[src/verilog/ddr_pwr_regs.svh]
// Purpose: register offsets, field positions, reset values, timing counts
// Assumes: 32-bit AXI4-Lite words, one register per aligned word
// Notes: definitions only, shared by the burst order block, the top module and the bench
`ifndef DDR_PWR_REGS_SVH
`define DDR_PWR_REGS_SVH

// Register byte offsets
`define OFS_CTRL 8'h00
`define OFS_STATUS 8'h04
`define OFS_MODE 8'h08
`define OFS_EXT 8'h0c
`define OFS_REFRESH 8'h10

// Control register fields and reset value of the decode enable
`define CTRL_DEC_BIT 0
`define CTRL_CLR_BIT 1
`define CTRL_DEC_RESET 1'b1

// Address pin count and base mode register fields
`define ADDR_W 13
`define MODE_RESET 13'h0000
`define MR_BL_LSB 0
`define MR_BL_MSB 2
`define MR_ORDER_BIT 3
`define MR_LAT_LSB 4
`define MR_LAT_MSB 6

// Burst length codes on the low mode field
`define BL_CODE_2 3'h1
`define BL_CODE_4 3'h2
`define BL_CODE_8 3'h3
`define BL_CODE_16 3'h4

// Extended mode register fields; undefined bits are masked to zero
`define EM_PARTIAL_REFRESH_RANGE_LSB 0
`define EM_PARTIAL_REFRESH_RANGE_MSB 2
`define EM_DS_LSB 5
`define EM_DS_MSB 6
`define EM_AUTO_TEMP_REFRESH_EN_BIT 9
`define EM_MASK 13'h0267

// Timing: mode set delay in link clocks, refresh interval in ns
`define MRD_TCK 2
`define REFI_NS 7800
`define ACLK_MHZ 40
`define REFI_CYC ((`REFI_NS * `ACLK_MHZ) / 1000)

// Bus responses
`define RESP_OKAY 2'h0
`define RESP_SLVERR 2'h2

`endif

[src/verilog/ddr_pwr_pkg.sv]
// Purpose: shared types of the power state and mode block
// Assumes: nothing beyond the register header
// Notes: states are one-hot
package ddr_pwr_pkg;

    // Power and command state of the device
    typedef enum logic [3:0] {
        ST_NORMAL = 4'h1,
        ST_PWRDN = 4'h2,
        ST_SREF = 4'h4,
        ST_MRD = 4'h8
    } pstate_t;

    // Decoded command strobe coding
    typedef enum logic [2:0] {
        C_DESELECT_CMD = 3'h0,
        C_NOP = 3'h1,
        C_STOP = 3'h2,
        C_RW = 3'h3,
        C_ACT = 3'h4,
        C_PRE = 3'h5,
        C_REF = 3'h6,
        C_MRS = 3'h7
    } cmd_t;

endpackage : ddr_pwr_pkg

[src/verilog/pin_sync.sv]
// Purpose: two-flop synchroniser for a group of pins
// Assumes: pins change slowly against aclk
// Notes: only the second stage is visible outside
`timescale 1ns/1ps
module pin_sync #(
    parameter int W = 1
) (
    input wire logic aclk,
    input wire logic aresetn,
    input wire logic ce,
    input wire logic [W-1:0] d,
    output logic [W-1:0] q
);

    // Both stages held in one record
    typedef struct packed {
        logic [W-1:0] s1;
        logic [W-1:0] s2;
    } sync_st_t;

    sync_st_t r_q;
    sync_st_t r_d;

    // Shift the pins through the two stages
    always_comb begin
        r_d.s1 = d;
        r_d.s2 = r_q.s1;
    end

    // Frozen while ce is low
    always_ff @(posedge aclk) begin
        if (!aresetn) begin
            r_q <= '0;
        end else if (ce) begin
            r_q <= r_d;
        end
    end

    assign q = r_q.s2;

endmodule : pin_sync

[src/verilog/burst_order.sv]
// Purpose: column low bits of one burst beat
// Assumes: beat index below the burst length
// Notes: a reserved length code gives a single beat
`timescale 1ns/1ps
`include "ddr_pwr_regs.svh"
module burst_order (
    input wire logic [3:0] start,
    input wire logic [3:0] beat,
    input wire logic [2:0] bl_code,
    input wire logic interleave,
    output logic [4:0] len,
    output logic [3:0] col
);

    logic [3:0] mask; // Bits that wrap inside the burst

    // Length mask, then wrap or exclusive-or inside it
    always_comb begin
        case (bl_code)
            `BL_CODE_2: mask = 4'h1;
            `BL_CODE_4: mask = 4'h3;
            `BL_CODE_8: mask = 4'h7;
            `BL_CODE_16: mask = 4'hf;
            default: mask = 4'h0;
        endcase
        len = {1'b0, mask} + 5'h01;
        if (interleave) begin
            col = (start & ~mask) | ((start ^ beat) & mask);
        end else begin
            col = (start & ~mask) | ((start + beat) & mask);
        end
    end

endmodule : burst_order

[src/verilog/ddr_pwr_ctrl.sv]
// Purpose: power states, mode registers and command checks of the memory
// Assumes: controller pins sampled on aclk, link clock far slower
// Notes: registers over AXI4-Lite; illegal commands set a sticky flag
// Operation
// - Bank-illegal command may suit another bank
// - Precharge of idle bank does nothing
// - Power down exit needs deselect or no-op
// - Clock enable rise wakes without clock edge
// - Clock enable fall with no-op: power down
// - Clock enable fall with refresh: self refresh
// - Clock enable high twice: normal decoding
// - Mode register undefined until written
// - All strobes and both bank bits low: base write
// - Mode write takes two clocks
// - Burst length, order, latency field places
// - Sequential order wraps start plus beat
// - Interleaved order is start xor beat
// - Bank bit1 high selects extended write
// - Extended fields: strength, temperature, partial range
// - Self refresh covers only selected portion
// - Temperature mode adjusts self refresh rate
//
// Added by the designer: the register offsets and register access over AXI4-Lite.
`timescale 1ns/1ps
`include "ddr_pwr_regs.svh"
module ddr_pwr_ctrl #(
    parameter int REFI_CYC = `REFI_CYC
) (
    input wire logic aclk,
    input wire logic aresetn,
    input wire logic ce,
    input wire logic [7:0] awaddr,
    input wire logic awvalid,
    output logic awready,
    input wire logic [31:0] wdata,
    input wire logic [3:0] wstrb,
    input wire logic wvalid,
    output logic wready,
    output logic [1:0] bresp,
    output logic bvalid,
    input wire logic bready,
    input wire logic [7:0] araddr,
    input wire logic arvalid,
    output logic arready,
    output logic [31:0] rdata,
    output logic [1:0] rresp,
    output logic rvalid,
    input wire logic rready,
    input wire logic mem_clk,
    input wire logic mem_cke,
    input wire logic mem_cs_n,
    input wire logic mem_ras_n,
    input wire logic mem_cas_n,
    input wire logic mem_we_n,
    input wire logic [1:0] mem_ba,
    input wire logic [`ADDR_W-1:0] mem_addr,
    input wire logic temp_hot,
    output logic [3:0] burst_col,
    output logic burst_valid,
    output logic [`ADDR_W-1:0] refresh_row,
    output logic refresh_stb,
    output logic [1:0] drive_strength
);

    localparam int AW = `ADDR_W;
    localparam int PW = 9 + AW;
    localparam int CW = $clog2(2 * REFI_CYC + 1);

    // Whole state of the block
    typedef struct packed {
        ddr_pwr_pkg::pstate_t pst;
        logic [1:0] mrd_cnt; // Link clocks left in a mode write
        logic clk_prev; // Link clock level seen last cycle
        logic cke_prev; // Clock enable at the last link edge
        logic [3:0] bank_act; // One bit per open bank
        logic [AW-1:0] mode; // Base mode register
        logic [AW-1:0] ext; // Extended mode register
        logic mode_ok; // Base register loaded
        logic ext_ok; // Extended register loaded
        logic illegal; // Sticky illegal command flag
        logic dec_en; // Software decode enable
        logic [3:0] start; // Burst start column bits
        logic [3:0] beat; // Burst beat index
        logic [4:0] left; // Beats still to issue
        logic [3:0] col; // Column of the current beat
        logic col_vld; // Beat valid
        logic [CW-1:0] ref_cnt; // Self refresh interval timer
        logic [AW-1:0] row; // Next row to refresh
        logic ref_stb; // One refresh done
        logic bvalid;
        logic [1:0] bresp;
        logic rvalid;
        logic [1:0] rresp;
        logic [31:0] rdata;
    } top_st_t;

    top_st_t r_q;
    top_st_t r_d;

    // Synchronised pins
    logic [PW-1:0] pins_s;
    logic hot_s;
    logic clk_s;
    logic cke_s;
    logic [3:0] cmd_s;
    logic [1:0] ba_s;
    logic [AW-1:0] a_s;

    // Events of this cycle, also watched by the checks
    ddr_pwr_pkg::cmd_t cmd;
    logic edge_w;
    logic idle_all;
    logic bad;
    logic sref_go;
    logic pd_go;
    logic base_wr;
    logic ext_wr;
    logic rw_go;
    logic wr_go;
    logic rd_go;
    logic clr;
    logic [AW-1:0] partial_refresh_range_mask;
    logic [CW-1:0] interval;
    logic [4:0] bl_len;
    logic [3:0] col_w;

    // Strobe coding to command; used at link edges and at wake-up
    function automatic ddr_pwr_pkg::cmd_t decode(input logic [3:0] c);
        case (c)
            4'h7: decode = ddr_pwr_pkg::C_NOP;
            4'h6: decode = ddr_pwr_pkg::C_STOP;
            4'h5, 4'h4: decode = ddr_pwr_pkg::C_RW;
            4'h3: decode = ddr_pwr_pkg::C_ACT;
            4'h2: decode = ddr_pwr_pkg::C_PRE;
            4'h1: decode = ddr_pwr_pkg::C_REF;
            4'h0: decode = ddr_pwr_pkg::C_MRS;
            default: decode = ddr_pwr_pkg::C_DESELECT_CMD;
        endcase
    endfunction : decode

    // Mapped register check; shared by the read and write paths
    function automatic logic known(input logic [7:0] a);
        known = (a == `OFS_CTRL) || (a == `OFS_STATUS) || (a == `OFS_MODE) ||
            (a == `OFS_EXT) || (a == `OFS_REFRESH);
    endfunction : known

    // Every pin from the controller crosses two flops first
    pin_sync #(.W(PW)) u_sync (
        .aclk(aclk),
        .aresetn(aresetn),
        .ce(ce),
        .d({temp_hot, mem_clk, mem_cke, mem_cs_n, mem_ras_n, mem_cas_n,
            mem_we_n, mem_ba, mem_addr}),
        .q(pins_s)
    );
    assign {hot_s, clk_s, cke_s, cmd_s, ba_s, a_s} = pins_s;

    // Burst column generator driven by the base mode fields
    burst_order u_burst (
        .start(r_q.start),
        .beat(r_q.beat),
        .bl_code(r_q.mode[`MR_BL_MSB:`MR_BL_LSB]),
        .interleave(r_q.mode[`MR_ORDER_BIT]),
        .len(bl_len),
        .col(col_w)
    );

    // Refreshed portion shrinks by powers of two
    always_comb begin
        case (r_q.ext[`EM_PARTIAL_REFRESH_RANGE_MSB:`EM_PARTIAL_REFRESH_RANGE_LSB])
            3'h1: partial_refresh_range_mask = {1'b0, {(AW-1){1'b1}}};
            3'h2: partial_refresh_range_mask = {2'b00, {(AW-2){1'b1}}};
            3'h5: partial_refresh_range_mask = {3'b000, {(AW-3){1'b1}}};
            3'h6: partial_refresh_range_mask = {4'h0, {(AW-4){1'b1}}};
            default: partial_refresh_range_mask = {AW{1'b1}};
        endcase
        // A cool die keeps data longer, so the rate halves
        if (r_q.ext[`EM_AUTO_TEMP_REFRESH_EN_BIT] && !hot_s) begin
            interval = CW'(2 * REFI_CYC - 1);
        end else begin
            interval = CW'(REFI_CYC - 1);
        end
    end

    // Next state of the whole block
    always_comb begin
        r_d = r_q;
        r_d.ref_stb = 1'b0;
        r_d.clk_prev = clk_s;
        cmd = decode(cmd_s);
        edge_w = clk_s & ~r_q.clk_prev;
        idle_all = (r_q.bank_act == 4'h0);
        bad = 1'b0;
        sref_go = 1'b0;
        pd_go = 1'b0;
        base_wr = 1'b0;
        ext_wr = 1'b0;
        rw_go = 1'b0;
        clr = 1'b0;
        case (r_q.pst)
            // Command decoding at each link clock edge
            ddr_pwr_pkg::ST_NORMAL: begin
                if (edge_w && r_q.dec_en) begin
                    r_d.cke_prev = cke_s;
                    if (r_q.cke_prev && !cke_s) begin
                        if (!idle_all) begin
                            bad = 1'b1;
                        end else if (cmd == ddr_pwr_pkg::C_REF) begin
                            sref_go = 1'b1;
                        end else if (cmd == ddr_pwr_pkg::C_DESELECT_CMD ||
                            cmd == ddr_pwr_pkg::C_NOP) begin
                            pd_go = 1'b1;
                        end else begin
                            bad = 1'b1;
                        end
                    end else if (r_q.cke_prev) begin
                        case (cmd)
                            ddr_pwr_pkg::C_ACT: begin
                                // Only the addressed bank is judged
                                if (r_q.bank_act[ba_s]) begin
                                    bad = 1'b1;
                                end else begin
                                    r_d.bank_act[ba_s] = 1'b1;
                                end
                            end
                            ddr_pwr_pkg::C_PRE: begin
                                // Closing a closed bank is harmless
                                if (a_s[10]) begin
                                    r_d.bank_act = 4'h0;
                                end else begin
                                    r_d.bank_act[ba_s] = 1'b0;
                                end
                            end
                            ddr_pwr_pkg::C_REF: begin
                                bad = !idle_all;
                            end
                            ddr_pwr_pkg::C_MRS: begin
                                if (!idle_all) begin
                                    bad = 1'b1;
                                end else if (ba_s[1]) begin
                                    ext_wr = 1'b1;
                                end else if (!ba_s[0]) begin
                                    base_wr = 1'b1;
                                end
                            end
                            ddr_pwr_pkg::C_RW: begin
                                // Undefined until the mode is loaded
                                if (!r_q.bank_act[ba_s] || !r_q.mode_ok) begin
                                    bad = 1'b1;
                                end else begin
                                    rw_go = 1'b1;
                                end
                            end
                            default: begin
                            end
                        endcase
                    end
                end
            end
            // Mode write busy: only deselect or no-op may come
            ddr_pwr_pkg::ST_MRD: begin
                if (edge_w) begin
                    r_d.cke_prev = cke_s;
                    if (!cke_s || (cmd != ddr_pwr_pkg::C_DESELECT_CMD &&
                        cmd != ddr_pwr_pkg::C_NOP)) begin
                        bad = 1'b1;
                    end
                    if (r_q.mrd_cnt <= 2'h1) begin
                        r_d.pst = ddr_pwr_pkg::ST_NORMAL;
                    end else begin
                        r_d.mrd_cnt = r_q.mrd_cnt - 2'h1;
                    end
                end
            end
            // Low power: link edges ignored, clock enable rise wakes at once
            ddr_pwr_pkg::ST_PWRDN, ddr_pwr_pkg::ST_SREF: begin
                if (cke_s) begin
                    r_d.pst = ddr_pwr_pkg::ST_NORMAL;
                    r_d.cke_prev = 1'b1;
                    if (cmd != ddr_pwr_pkg::C_DESELECT_CMD && cmd != ddr_pwr_pkg::C_NOP) begin
                        bad = 1'b1;
                    end
                end
            end
            default: begin
                r_d.pst = ddr_pwr_pkg::ST_NORMAL;
            end
        endcase

        // Power state entries
        if (sref_go) begin
            r_d.pst = ddr_pwr_pkg::ST_SREF;
        end
        if (pd_go) begin
            r_d.pst = ddr_pwr_pkg::ST_PWRDN;
        end

        // Mode register writes capture the address pins
        if (base_wr || ext_wr) begin
            r_d.pst = ddr_pwr_pkg::ST_MRD;
            r_d.mrd_cnt = 2'(`MRD_TCK - 1);
        end
        if (base_wr) begin
            r_d.mode = a_s;
            r_d.mode_ok = 1'b1;
        end
        if (ext_wr) begin
            r_d.ext = a_s & `EM_MASK;
            r_d.ext_ok = 1'b1;
        end

        // Burst beats, one per aclk cycle; a new access cuts the old one
        r_d.col_vld = 1'b0;
        if (r_q.left != 5'h00) begin
            r_d.col = col_w;
            r_d.col_vld = 1'b1;
            r_d.beat = r_q.beat + 4'h1;
            r_d.left = r_q.left - 5'h01;
        end
        if (rw_go) begin
            r_d.start = a_s[3:0];
            r_d.beat = 4'h0;
            r_d.left = bl_len;
        end

        // Self refresh walks only the chosen rows
        if (r_q.pst == ddr_pwr_pkg::ST_SREF) begin
            if (r_q.ref_cnt >= interval) begin
                r_d.ref_cnt = '0;
                r_d.ref_stb = 1'b1;
                r_d.row = (r_q.row + AW'(1)) & partial_refresh_range_mask;
            end else begin
                r_d.ref_cnt = r_q.ref_cnt + CW'(1);
            end
        end else begin
            r_d.ref_cnt = '0;
        end

        // Register writes: address and data are taken together
        wr_go = awvalid & wvalid & ~r_q.bvalid;
        if (wr_go) begin
            r_d.bvalid = 1'b1;
            r_d.bresp = known(awaddr) ? `RESP_OKAY : `RESP_SLVERR;
            if (awaddr == `OFS_CTRL && wstrb[0]) begin
                r_d.dec_en = wdata[`CTRL_DEC_BIT];
                clr = wdata[`CTRL_CLR_BIT];
            end
        end else if (r_q.bvalid && bready) begin
            r_d.bvalid = 1'b0;
        end

        // Sticky flag: a new illegal command beats the clear
        if (clr) begin
            r_d.illegal = 1'b0;
        end
        if (bad) begin
            r_d.illegal = 1'b1;
        end

        // Register reads answer one cycle later
        rd_go = arvalid & ~r_q.rvalid;
        if (rd_go) begin
            r_d.rvalid = 1'b1;
            r_d.rresp = known(araddr) ? `RESP_OKAY : `RESP_SLVERR;
            case (araddr)
                `OFS_CTRL: r_d.rdata = {31'h0, r_q.dec_en};
                `OFS_STATUS: r_d.rdata = {21'h0, r_q.illegal, r_q.ext_ok,
                    r_q.mode_ok, r_q.bank_act, r_q.pst};
                `OFS_MODE: r_d.rdata = {(32-AW)'(0), r_q.mode};
                `OFS_EXT: r_d.rdata = {(32-AW)'(0), r_q.ext};
                `OFS_REFRESH: r_d.rdata = {(32-AW)'(0), r_q.row};
                default: r_d.rdata = 32'h0;
            endcase
        end else if (r_q.rvalid && rready) begin
            r_d.rvalid = 1'b0;
        end
    end

    // One register for all state; frozen while ce is low
    always_ff @(posedge aclk) begin
        if (!aresetn) begin
            r_q <= '0;
            r_q.pst <= ddr_pwr_pkg::ST_NORMAL;
            r_q.dec_en <= `CTRL_DEC_RESET;
            r_q.mode <= `MODE_RESET;
        end else if (ce) begin
            r_q <= r_d;
        end
    end

    // Handshakes are combinational, payloads registered
    assign awready = wr_go & ce;
    assign wready = wr_go & ce;
    assign arready = ~r_q.rvalid & ce;
    assign bvalid = r_q.bvalid;
    assign bresp = r_q.bresp;
    assign rvalid = r_q.rvalid;
    assign rresp = r_q.rresp;
    assign rdata = r_q.rdata;
    assign burst_col = r_q.col;
    assign burst_valid = r_q.col_vld;
    assign refresh_row = r_q.row;
    assign refresh_stb = r_q.ref_stb;
    assign drive_strength = r_q.ext[`EM_DS_MSB:`EM_DS_LSB];

    logic norm_edge;
    assign norm_edge = ce && r_q.pst == ddr_pwr_pkg::ST_NORMAL && edge_w && r_q.dec_en;
endmodule : ddr_pwr_ctrl

[config.mk]
export PLATFORM = sky130hd
export DESIGN_NAME = ddr_pwr_ctrl
export DESIGN_NICKNAME = d
export VERILOG_FILES = /design/src/verilog/ddr_pwr_pkg.sv /design/src/verilog/pin_sync.sv /design/src/verilog/burst_order.sv /design/src/verilog/ddr_pwr_ctrl.sv
export VERILOG_INCLUDE_DIRS = /design/src /design/src/verilog
export SDC_FILE = /design/constraint.sdc
export NUM_CORES = 1
export LEC_CHECK = 0
export CELL_PAD_IN_SITES_DETAIL_PLACEMENT = 0
export CELL_PAD_IN_SITES_GLOBAL_PLACEMENT = 1
export CORE_ASPECT_RATIO = 0.7
export CORE_UTILIZATION = 30
export DETAILED_ROUTE_END_ITERATION = 8
export DONT_BUFFER_PORTS = 1
export GPL_TIMING_DRIVEN = 0
export PLACE_DENSITY = 0.66
export SLEW_MARGIN = 20
export SYNTH_ARGS = -nofsm -noshare
export SYNTH_HDL_FRONTEND = slang
export SYNTH_SLANG_ARGS = --single-unit
export TNS_END_PERCENT = 50
[constraint.sdc]
create_clock -name aclk -period 6.6 [get_ports aclk]
set_clock_uncertainty 0.15 [all_clocks]
set_input_delay 0 -clock aclk [delete_from_list [all_inputs] [get_ports aclk]]
set_output_delay 0 -clock aclk [all_outputs]
set_load 0.005 [all_outputs]
==> flow_metrics.tcl, run 1 <==
set metrics [dict create \
    cts.htree.levels 4 \
    gp_congestion 0.864 \
    first_pass_iters 7 \
    core_um2 23600 \
    hold_class "in2reg" \
    min-delay-start "araddr[2]" \
    vias 6433 \
    start_util_pct 30.6 \
    hold_viol 0 \
    area_growth_pct 19.3 \
    slew_viol_final 0 \
    synth-adder-area-share_pct 2.87 \
    wl_um 23200 \
    layout_common_cells "dfxtp_1 (141), nor2_1 (80), nand2_1 (73), buf_4 (58), mux2i_1 (56)" \
    drc_errors 0 \
    cp_max_fo 10 \
    grt_max_degree 17 \
    critPathRequiredTime_ns 6.83 \
    synth_compound_area_share_pct 16.8 \
    clk_pin_slew_ns 0.06 \
    powerDensity_nw_per_um2 240 \
    final_common_cell "dfxtp_1" \
    p_clk_share_pct 43.2 \
    critPathBufInv 5 \
    cp_slowest_cell "clkbuf_1" \
    cts-root-buf "clkbuf_16" \
    fin_tns_setup_ns 0 \
    diodes 0 \
    grt_setup_unrepaired "no" \
    rows 47 \
    p_int_uw 1490 \
    ir_worst_vdd_mv 0.177 \
    slew_headroom_pct 43.8 \
    outcome "complete, no violations" \
    cts.sinks 141 \
    synth-main-ff-cell "dfxtp_1" \
    rr_endpoint "refresh_row[0]" \
    ant_nets 0 \
    startpoint_type "input port" \
    async_flop_share_pct 0 \
    wire_per_inst_um 18.6 \
    fin_nets 1015 \
    multi_input_area_um2 3770 \
    p_leak_uw 0.00334 \
    power_uw 2080 \
    path_cells "dlygate4sd3_1, clkbuf_1, clkbuf_1, clkbuf_1, o21ai_0, a21oi_1, dlygate4sd3_1" \
    synth-xor-area-share_pct 1.21 \
    io_pins 144 \
    crit_type "in2reg" \
    io_buffer_count 0 \
    yosysWarnings 0 \
    tightest_slew_ns 0.844 \
    p_seq_share_pct 44.5 \
    drt_iter0_markers 589 \
    yosysSeqAreaShare_pct 39.0 \
    post-route-period-util_pct 43.5 \
    hold_ws_ns 0.0507 \
    seqCellArea_um2 2820 \
    end_kind "flop" \
    dp_hpwl_um 17000 \
    clk_latency_ns 0.43 \
    muxShareOfSynthArea_pct 8.83 \
    period_minus_slack_ns 2.87 \
    p_sw_uw 589 \
    path_common_cell "clkbuf_1" \
    cts_setup_buffers 0 \
    syn-instance-count 839 \
    cpLargestDelayFamily "buffers and inverters" \
    r2r_slack_ns 3.73 \
    cts_tree "yes" \
    holdPathStages 4 \
    grt_usage_pct 19.0 \
    cts_inserted_buffers 17 \
    power.share.combinational_pct 12.3 \
    fillers 2462 \
    postSynthAreaPerCell_um2 8.63 \
    rr_startpoint "u_sync.q[21]" \
    setup_viol 0 \
    synth_simple_gate_area_share_pct 21.4 \
    syn_area_um2 7240 \
    grt_antenna_before_repair 0 \
    grt_pass1_vias 5881 \
    worstPathArrival_ns 3.10 \
    synth_edf_count 0 \
    swShare_pct 28.4 \
    rr_worst_depth 10 \
    max_freq_mhz 348 \
    synth_seq_cells 141 \
    ys_types 76 \
    cp_slowest_stage_delay_ns 0.69 \
    grt_pass1_wl_um 35600 \
    maxCapViolations 0 \
    synth_top_family_by_area "simple AND/OR/NAND/NOR gates" \
    overflow 0 \
    startpoint "aresetn" \
    cts_buffer_depth 2 \
    cp-endpoint "rdata[0]" \
    die_x_um 188 \
    drive_above_1_share_pct 13.1 \
    cp.depth 7 \
    via_per_inst 5.16 \
    die_height_um 132 \
    dieArea_um2 24800 \
]
[cell families (layout without fill, tap and decap cells)]
group                    count (synthesis)  count (layout)
buffers and inverters                  126             196
flip-flops                             141             141
XOR/XNOR                                10              10
adder cells (fa/ha/maj)                 16              16
AND/OR/NAND/NOR                        295             295
multiplexers                            62              62
other                                    1              21
AO/OA/AOI/OAI                          188             188
[stage by stage]
stage,setup slack [ns],std cells,utilization [%],instance area [um^2]
detailed placement,3.79,1177,32.6,7710
CTS,3.76,1247,36.5,8630
global route,3.47,1247,36.5,8630
global placement,3.79,1177,32.6,7710
floorplan,4.43,859,-,7310
finish,3.73,1247,36.5,8630
[synthesized netlist by cell type, drive strengths merged (3+ instances only)]
library cell / instances / area [um^2]
nor2: 81 / 320
nor4: 9 / 71.3
inv: 20 / 75.1
and3: 8 / 50.1
and2: 4 / 25.0
nor4b: 6 / 73.8
a222oi: 5 / 50.1
dfxtp: 141 / 2820
clkbuf: 32 / 121
a31oi: 5 / 31.3
or4b: 3 / 33.8
or4: 9 / 67.6
nand4: 11 / 68.8
nor3b: 5 / 37.5
xnor2: 3 / 26.3
a211oi: 14 / 105
nand3b: 3 / 22.5
nor2b: 10 / 62.6
o21a: 7 / 52.6
o31ai: 12 / 90.1
buf: 74 / 521
ha: 15 / 188
or3: 6 / 42.5
nand2b: 6 / 37.5
nor3: 10 / 50.1
a32o: 4 / 40.0
nand3: 40 / 218
xor2: 7 / 61.3
o2111ai: 3 / 26.3
o21ai: 51 / 255
a21oi: 48 / 240
nand2: 73 / 274
mux2i: 56 / 561
mux2: 5 / 56.3
a22oi: 15 / 113
[how the worst min path moves through the flow]
stage	endpoint	slack, ns
after floorplan	r_q[80]	-0.02
after global placement	r_q[80]	-0.02
after detailed placement	r_q[80]	-0.01
after CTS	rdata[12]	0.02
after global routing	rdata[1]	0.09
final	rdata[12]	0.05
[sequential cells by signal, summed over array words and instances (netlist names), named ones only]
register,count
r_q,56
u_sync.q,22
u_sync.r_d,22
rdata,13
refresh_row,13
burst_col,4
drive_strength,2
bresp,1
burst_valid,1
bvalid,1
refresh_stb,1
rresp,1
rvalid,1
[power groups by stage]
stage / logic [uW] / registers, uW / clock network [uW]
2_1_floorplan: 184 / 929 / 0
3_3_place_gp: 237 / 941 / 0
3_5_place_dp: 237 / 941 / 0
4_1_cts: 256 / 923 / 912
5_1_grt: 283 / 928 / 945
6_report: 256 / 923 / 897
[metal layers]
layer  track usage (%)  share of wire, %
met1              31.0                55
met2              23.9                37
met3              4.05               7.1
met4              4.97               1.3
met5                 0                 0
[final cells by class]
class	instances	share of cell area, %
Clock inverter	12	1.04
Buffer	106	7.43
Multi-Input combinational cell	592	43.7
Clock buffer	19	5.13
Sequential cell	141	32.7
Inverter	20	0.869
Timing Repair Buffer	39	4.52
Tap cell	318	4.61
[worst reg2reg max path, cell delays in order, from the launching register on]
cell	delay [ns]
dfxtp_1	0.39
nand2b_1	0.27
inv_1	0.12
ha_1	0.20
or3_1	0.30
a21oi_1	0.24
o21a_1	0.32
buf_2	0.28
buf_2	0.27
o21ai_0	0.11
a21oi_1	0.14
[what timing repair did]
item                                    4_1_cts  5_1_grt
endpoints found under the hold margin        35        0
endpoints found under the setup margin        0        0
hold buffers                                 39        0
gates resized for setup                       0        0
(Power assumes the default switching activity.)
==> inputs of run 2 (changes only) <==
--- a/config.mk
+++ b/config.mk
@@ -6,6 +6,7 @@
 export SDC_FILE = /design/constraint.sdc
 export NUM_CORES = 1
 export LEC_CHECK = 0
+export ABC_AREA = 1
 export CELL_PAD_IN_SITES_DETAIL_PLACEMENT = 0
 export CELL_PAD_IN_SITES_GLOBAL_PLACEMENT = 1
 export CORE_ASPECT_RATIO = 0.7
@@ -13,7 +14,7 @@
 export DETAILED_ROUTE_END_ITERATION = 8
 export DONT_BUFFER_PORTS = 1
 export GPL_TIMING_DRIVEN = 0
-export PLACE_DENSITY = 0.66
+export PLACE_DENSITY = 0.71
 export SLEW_MARGIN = 20
 export SYNTH_ARGS = -nofsm -noshare
 export SYNTH_HDL_FRONTEND = slang
==> constraint.sdc (replaced) <==
create_clock -name aclk -period 2.55 [get_ports aclk]
set_clock_uncertainty 0.15 [all_clocks]
set_input_delay 0 -clock aclk [delete_from_list [all_inputs] [get_ports aclk]]
set_output_delay 0 -clock aclk [all_outputs]
set_load 0.005 [all_outputs]
==> flow_metrics.tcl, run 2 <==
set metrics [dict create \
    synth_area_leader_cell "dfxtp_1" \
    syn-instance-count 1003 \
    synth_common_cells "nor2_1 (152), nand2_1 (143), dfxtp_1 (141)" \
    post-route-period-util_pct 95.8 \
    drive_above_1_share_pct 12.3 \
    core_um2 23000 \
    grt_setup_unrepaired "no" \
    final_common_cell "nor2_1" \
    r2r_slack_ns 0.19 \
    cp_max_fo 10 \
    gp_congestion 0.819 \
    fin_nets 1191 \
    critPathBufInv 4 \
    synth_edf_count 0 \
    path_cells "dlygate4sd3_1, or2_2, nor3_1, dlygate4sd3_1, nand2_1, buf_2, o21ai_0, dlygate4sd3_1, a21oi_1" \
    outcome "complete, no violations" \
    io_buffer_count 0 \
    worstPathArrival_ns 2.60 \
    powerDensity_nw_per_um2 712 \
    fin_tns_setup_ns 0 \
    area_growth_pct 22.7 \
    dieArea_um2 24500 \
    cpLargestDelayFamily "buffers and inverters" \
    tightest_slew_ns 0.792 \
    holdPathStages 3 \
    rows 46 \
    start_util_pct 31.2 \
    postSynthAreaPerCell_um2 7.15 \
    hold_ws_ns 0.0329 \
    ys_types 45 \
    synthTopCellsByArea "dfxtp_1 (39%), o21ai_0 (8.0%), nor2_1 (8.0%)" \
    grt_pass1_wl_um 34200 \
    hold_viol 0 \
    overflow 0 \
    async_flop_share_pct 0 \
    via_per_inst 4.70 \
    synth-main-ff-cell "dfxtp_1" \
    grt_usage_pct 18.0 \
    placed_cell_area_um2 7640 \
    synth_seq_cells 141 \
    cts-root-buf "clkbuf_16" \
    slew_viol_final 0 \
    hold_class "in2reg" \
    io_pins 144 \
    ant_nets 0 \
    yosysSeqAreaShare_pct 39.4 \
    design_area_um2 8800 \
    syn_area_um2 7170 \
    rr_startpoint "r_q[93]" \
    clk_pin_slew_ns 0.06 \
    cp_slowest_cell "dlygate4sd3_1" \
    synth_most_common_cell "nor2_1" \
    regMostFlops "r_q" \
    preCtsSetupSlack_ns -0.184 \
    synth_top_area_share_pct 39.4 \
    diodes 0 \
    critPathRequiredTime_ns 2.71 \
    grt_max_degree 17 \
    crit_type "in2reg" \
    cts_inserted_buffers 17 \
    yosysWarnings 0 \
    wl_um 21400 \
    maxCapViolations 0 \
    first_pass_iters 5 \
    path_common_cell "dlygate4sd3_1" \
    rr_worst_depth 12 \
    clk_latency_ns 0.43 \
    grt_antenna_before_repair 0 \
    cts.sinks 141 \
    hold_end "u_sync.q[16]" \
    setup_viol 0 \
    startpoint_type "input port" \
    cts_buffer_depth 2 \
    rr_endpoint "r_q[55]" \
    cts_tree "yes" \
    drc_errors 0 \
    die_x_um 187 \
    die_height_um 131 \
    drt_iter0_markers 535 \
    min-delay-start "aresetn" \
    ir_worst_vdd_mv 0.560 \
    wire_per_inst_um 15.1 \
    max_freq_mhz 409 \
    cp_slowest_stage_delay_ns 0.60 \
    slew_headroom_pct 47.2 \
    worst_slack_ns 0.107 \
    layout_common_cells "nor2_1 (151), nand2_1 (142), dfxtp_1 (141), o21ai_0 (114), inv_1 (100)" \
    largest_reg_flops 56 \
    p_leak_uw 0.00363 \
    period_minus_slack_ns 2.44 \
    vias 6654 \
    cts.htree.levels 4 \
    dp_hpwl_um 15900 \
    end_kind "flop" \
    grt_pass1_vias 6204 \
]
run 2: report_power, final:
group	leakage, uW	switching [uW]	internal (uW)
logic	0.00217	649	380
clock network	0.000311	1020	1740
registers	0.00115	124	2350
total	0.00363	1800	4470
run 2: kinds of logic after synthesis:
logic type | after synthesis | share of synthesized area [%]
adders and majority gates | 16 | 2.90
other | 1 | 0.0523
and+or+nand+nor | 401 | 24.5
xor gates and xnor gates | 16 | 1.95
DFF | 141 | 39.4
buffers and inverters | 196 | 13.5
AOI/OAI and AO/OA | 232 | 17.8
run 2: metrics by stage:
step                util, %  cells  total power (uW)
global route           38.2   1417              6590
detailed placement     33.2   1335              3480
global placement       33.2   1335              3480
finish                 38.2   1417              6260
CTS                    38.0   1412              6310
floorplan                 -   1023              3240
run 2: layout make-up:
cell class                 count  area [um^2]
tap                          312          390
fill                        2503        14200
sequential                   141         2820
clock buffer                  18          429
clock inverter                13          215
buffer                        92          578
multi-input combinational    686         3480
timing repair buffer          51          495
inverter                     104          390
run 2: metal layers:
layer / GRT usage, % / share of wire (%) / up-vias
met5: 0 / 0 / -
met4: 5.15 / 1.6 / 0
met3: 3.63 / 6.3 / 23
met2: 25.1 / 39 / 185
met1: 27.2 / 53 / 3034
li1: - / - / 3412
run 2: worst reg2reg max path, cell delays in order (launching register included):
cell and delay, ns:
dfxtp_1 0.30, inv_1 0.09, nor2_4 0.16, inv_1 0.10, ha_1 0.32, nand2_1 0.10
nor2_1 0.07, a211oi_2 0.26, buf_4 0.15, nand4_1 0.13, inv_1 0.23, nand3_1 0.11
a21oi_1 0.13
run 2: what timing repair did:
| action | in CTS | in global routing |
|---|---|---|
| endpoints found under the setup margin | 20 | 10 |
| gates resized for setup | 3 | 3 |
| hold buffers | 45 | 0 |
| endpoints found under the hold margin | 43 | 0 |
| buffers inserted | 1 | 5 |
| pin swaps | 1 | 3 |
run 2: worst max path at each step:
| stage | cells after the start | endpoint | start |
|---|---|---|---|
| 2_1_floorplan | 12 | refresh_row[4] | r_q[93] |
| 3_3_place_gp | 13 | refresh_row[5] | r_q[93] |
| 3_5_place_dp | 13 | refresh_row[5] | r_q[93] |
| 4_1_cts | 12 | refresh_row[5] | u_sync.q[21] |
| 5_1_grt | 13 | refresh_row[5] | r_q[93] |
| 6_report | 9 | rresp[1] | araddr[6] |
==> inputs of run 3 (changes only) <==
--- a/config.mk
+++ b/config.mk
@@ -18,5 +18,6 @@
 export SLEW_MARGIN = 20
 export SYNTH_ARGS = -nofsm -noshare
 export SYNTH_HDL_FRONTEND = slang
+export SYNTH_HIERARCHICAL = 1
 export SYNTH_SLANG_ARGS = --single-unit
 export TNS_END_PERCENT = 50
==> flow_metrics.tcl, run 3 <==
set metrics [dict create \
    overflow 0 \
    syn-instance-count 1133 \
    hold_viol 0 \
    dieArea_um2 25800 \
    crit_type "reg2reg" \
    cp_slowest_cell "dfxtp_1" \
    fin_util_pct 36.5 \
    rr_worst_depth 13 \
    holdPathStages 6 \
    cp_slowest_stage_delay_ns 0.35 \
    ant_nets 0 \
    slew_viol_final 0 \
    clk_latency_ns 0.43 \
    hold_ws_ns 0.0212 \
    min-delay-start "araddr[3]" \
    yosysWarnings 6 \
    wire_per_inst_um 13.4 \
    yosysSeqAreaShare_pct 36.6 \
    drt_iter0_markers 412 \
    maxCapViolations 0 \
    ir_worst_vdd_mv 0.482 \
    synth_top_area_share_pct 36.6 \
    cts.htree.levels 4 \
    critPathRequiredTime_ns 2.76 \
    p_leak_uw 0.00412 \
    async_flop_share_pct 0 \
    io_buffer_count 0 \
    fin_nets 1310 \
    dp_hpwl_um 16100 \
    outcome "complete, no violations" \
    cpLargestDelayFamily "simple AND/OR/NAND/NOR gates" \
    gp_congestion 0.862 \
    rows 48 \
    rr_endpoint "refresh_row[12]" \
    synth_common_cells "nand2_1 (272), nor2_1 (193), dfxtp_1 (138)" \
    post-route-period-util_pct 90.9 \
    worstPathArrival_ns 2.53 \
    drc_errors 0 \
    synth_most_common_cell "nand2_1" \
    fillers 2662 \
    io_pins 144 \
    hold_end "rdata[12]" \
    synth-main-ff-cell "dfxtp_1" \
    cts.sinks 138 \
    slew_headroom_pct 48.6 \
    syn_area_um2 7540 \
    die_height_um 135 \
    cts-root-buf "clkbuf_16" \
    wl_um 20800 \
    ys_types 45 \
    grt_usage_pct 16.8 \
    largest_reg_flops 56 \
    max_freq_mhz 431 \
    path_cells "inv_1, nor2_2, inv_1, ha_1, a21oi_1, o21a_1, nand2_1, inv_1, nand2_1, nand2_2, buf_4, nand2_1, a21oi_1" \
    preCtsSetupSlack_ns 0.109 \
    core_um2 24700 \
    tightest_slew_ns 0.771 \
    layout_common_cells "nand2_1 (272), nor2_1 (192), dfxtp_1 (138), inv_1 (132)" \
    worst_slack_ns 0.231 \
    start_util_pct 30.5 \
    multi_input_area_um2 3680 \
    first_pass_iters 5 \
    startpoint_type "flop" \
    critPathBufInv 4 \
    end_kind "flop" \
    cts_tree "yes" \
    grt_pass1_vias 6357 \
    synthTopCellsByArea "dfxtp_1 (37%), nand2_1 (14%), nor2_1 (9.6%)" \
    grt_pass1_wl_um 33200 \
    setup_viol 0 \
    grt_max_degree 17 \
    period_minus_slack_ns 2.32 \
    drive_above_1_share_pct 12.8 \
    layout.cells.non_filler 1550 \
    synth_seq_cells 138 \
    hold_class "in2reg" \
    clk_pin_slew_ns 0.06 \
    cts_buffer_depth 2 \
    postSynthAreaPerCell_um2 6.65 \
    fin_tns_setup_ns 0 \
    diodes 0 \
    vias 7046 \
    r2r_slack_ns 0.23 \
    rr_startpoint "r_q[93]" \
    area_growth_pct 19.6 \
    die_x_um 191 \
    dp_cells 1478 \
    regMostFlops "r_q" \
    final_common_cell "nand2_1" \
    grt_antenna_before_repair 0 \
    grt_setup_unrepaired "no" \
    powerDensity_nw_per_um2 635 \
    synth_area_leader_cell "dfxtp_1" \
    via_per_inst 4.55 \
    synth_edf_count 0 \
    cts_inserted_buffers 17 \
    cp_max_fo 10 \
    seqCellArea_um2 2760 \
]
## run 3: changes by cell type after synthesis, sizes merged, moves of 4 or more
cell,before,now
o21ai,114,70
clkbuf,28,10
nand2,149,280
a21oi,81,64
nand4,13,9
inv,103,143
nor2,157,200
buf,64,83
nor3,30,15
o21a,3,7
o22ai,12,4
## run 3: what timing repair did
item,4_1_cts,5_1_grt
endpoints found under the hold margin,95,0
buffers inserted,0,0
gates resized for setup,0,5
setup endpoints to repair,0,16
hold buffers,40,0
## run 3: how the worst max path moves through the flow
stage / cells after the start / startpoint / to / slack, ns
finish: 13 / r_q[93] / refresh_row[12] / 0.23
global placement: 13 / r_q[93] / refresh_row[7] / 0.17
CTS: 9 / araddr[0] / rdata[0] / 0.04
global route: 12 / r_q[93] / r_q[59] / 0.05
detailed placement: 13 / r_q[93] / refresh_row[12] / 0.11
floorplan: 13 / r_q[93] / refresh_row[11] / 0.58
## run 3: worst min-delay path, delay by kind of cell
family | cells | cell delay, ns
AOI/OAI and AO/OA | 2 | 0.16
and+or+nand+nor | 3 | 0.27
buffers and inverters | 1 | 0.11
## run 3: metal layers
layer,vias to the layer above,GRT usage [%],wire [um]
met2,147,24.0,8410
met1,3247,24.8,11000
met5,-,0,0
met3,22,4.13,1100
li1,3630,-,-
met4,0,4.28,263
## run 3: layout make-up
type / count / area share, %
multi-input combinational: 777 / 40.8
timing repair buffer: 40 / 4.47
clock inverter: 11 / 1.21
inverter: 145 / 6.05
clock buffer: 21 / 5.33
tap: 325 / 4.51
buffer: 93 / 6.97
sequential: 138 / 30.6
## run 3: cell families (layout without fill, tap and decap cells)
group                    Yosys count  count (layout)  synth area share [%]
AND/OR/NAND/NOR                  560             560                  31.0
buffers and inverters            238             310                  15.5
AO/OA/AOI/OAI                    163             163                  12.0
flip-flops                       138             138                  36.6
XOR/XNOR                          17              17                  1.98
adder cells (fa/ha/maj)           16              16                  2.76
other                              1              21                0.0497
## run 3: power breakdown
group	switching, uW	internal [uW]	leakage, uW
Combinational	528	352	0.00272
Clock	1010	1460	0.000279
Sequential	96.8	2280	0.00113
## run 3: metrics by stage
step                total power, uW  cell area (um^2)
floorplan                      3070              7610
CTS                            5790              9010
global route                   6060              9020
finish                         5730              9020
global placement               3260              8020
detailed placement             3260              8020
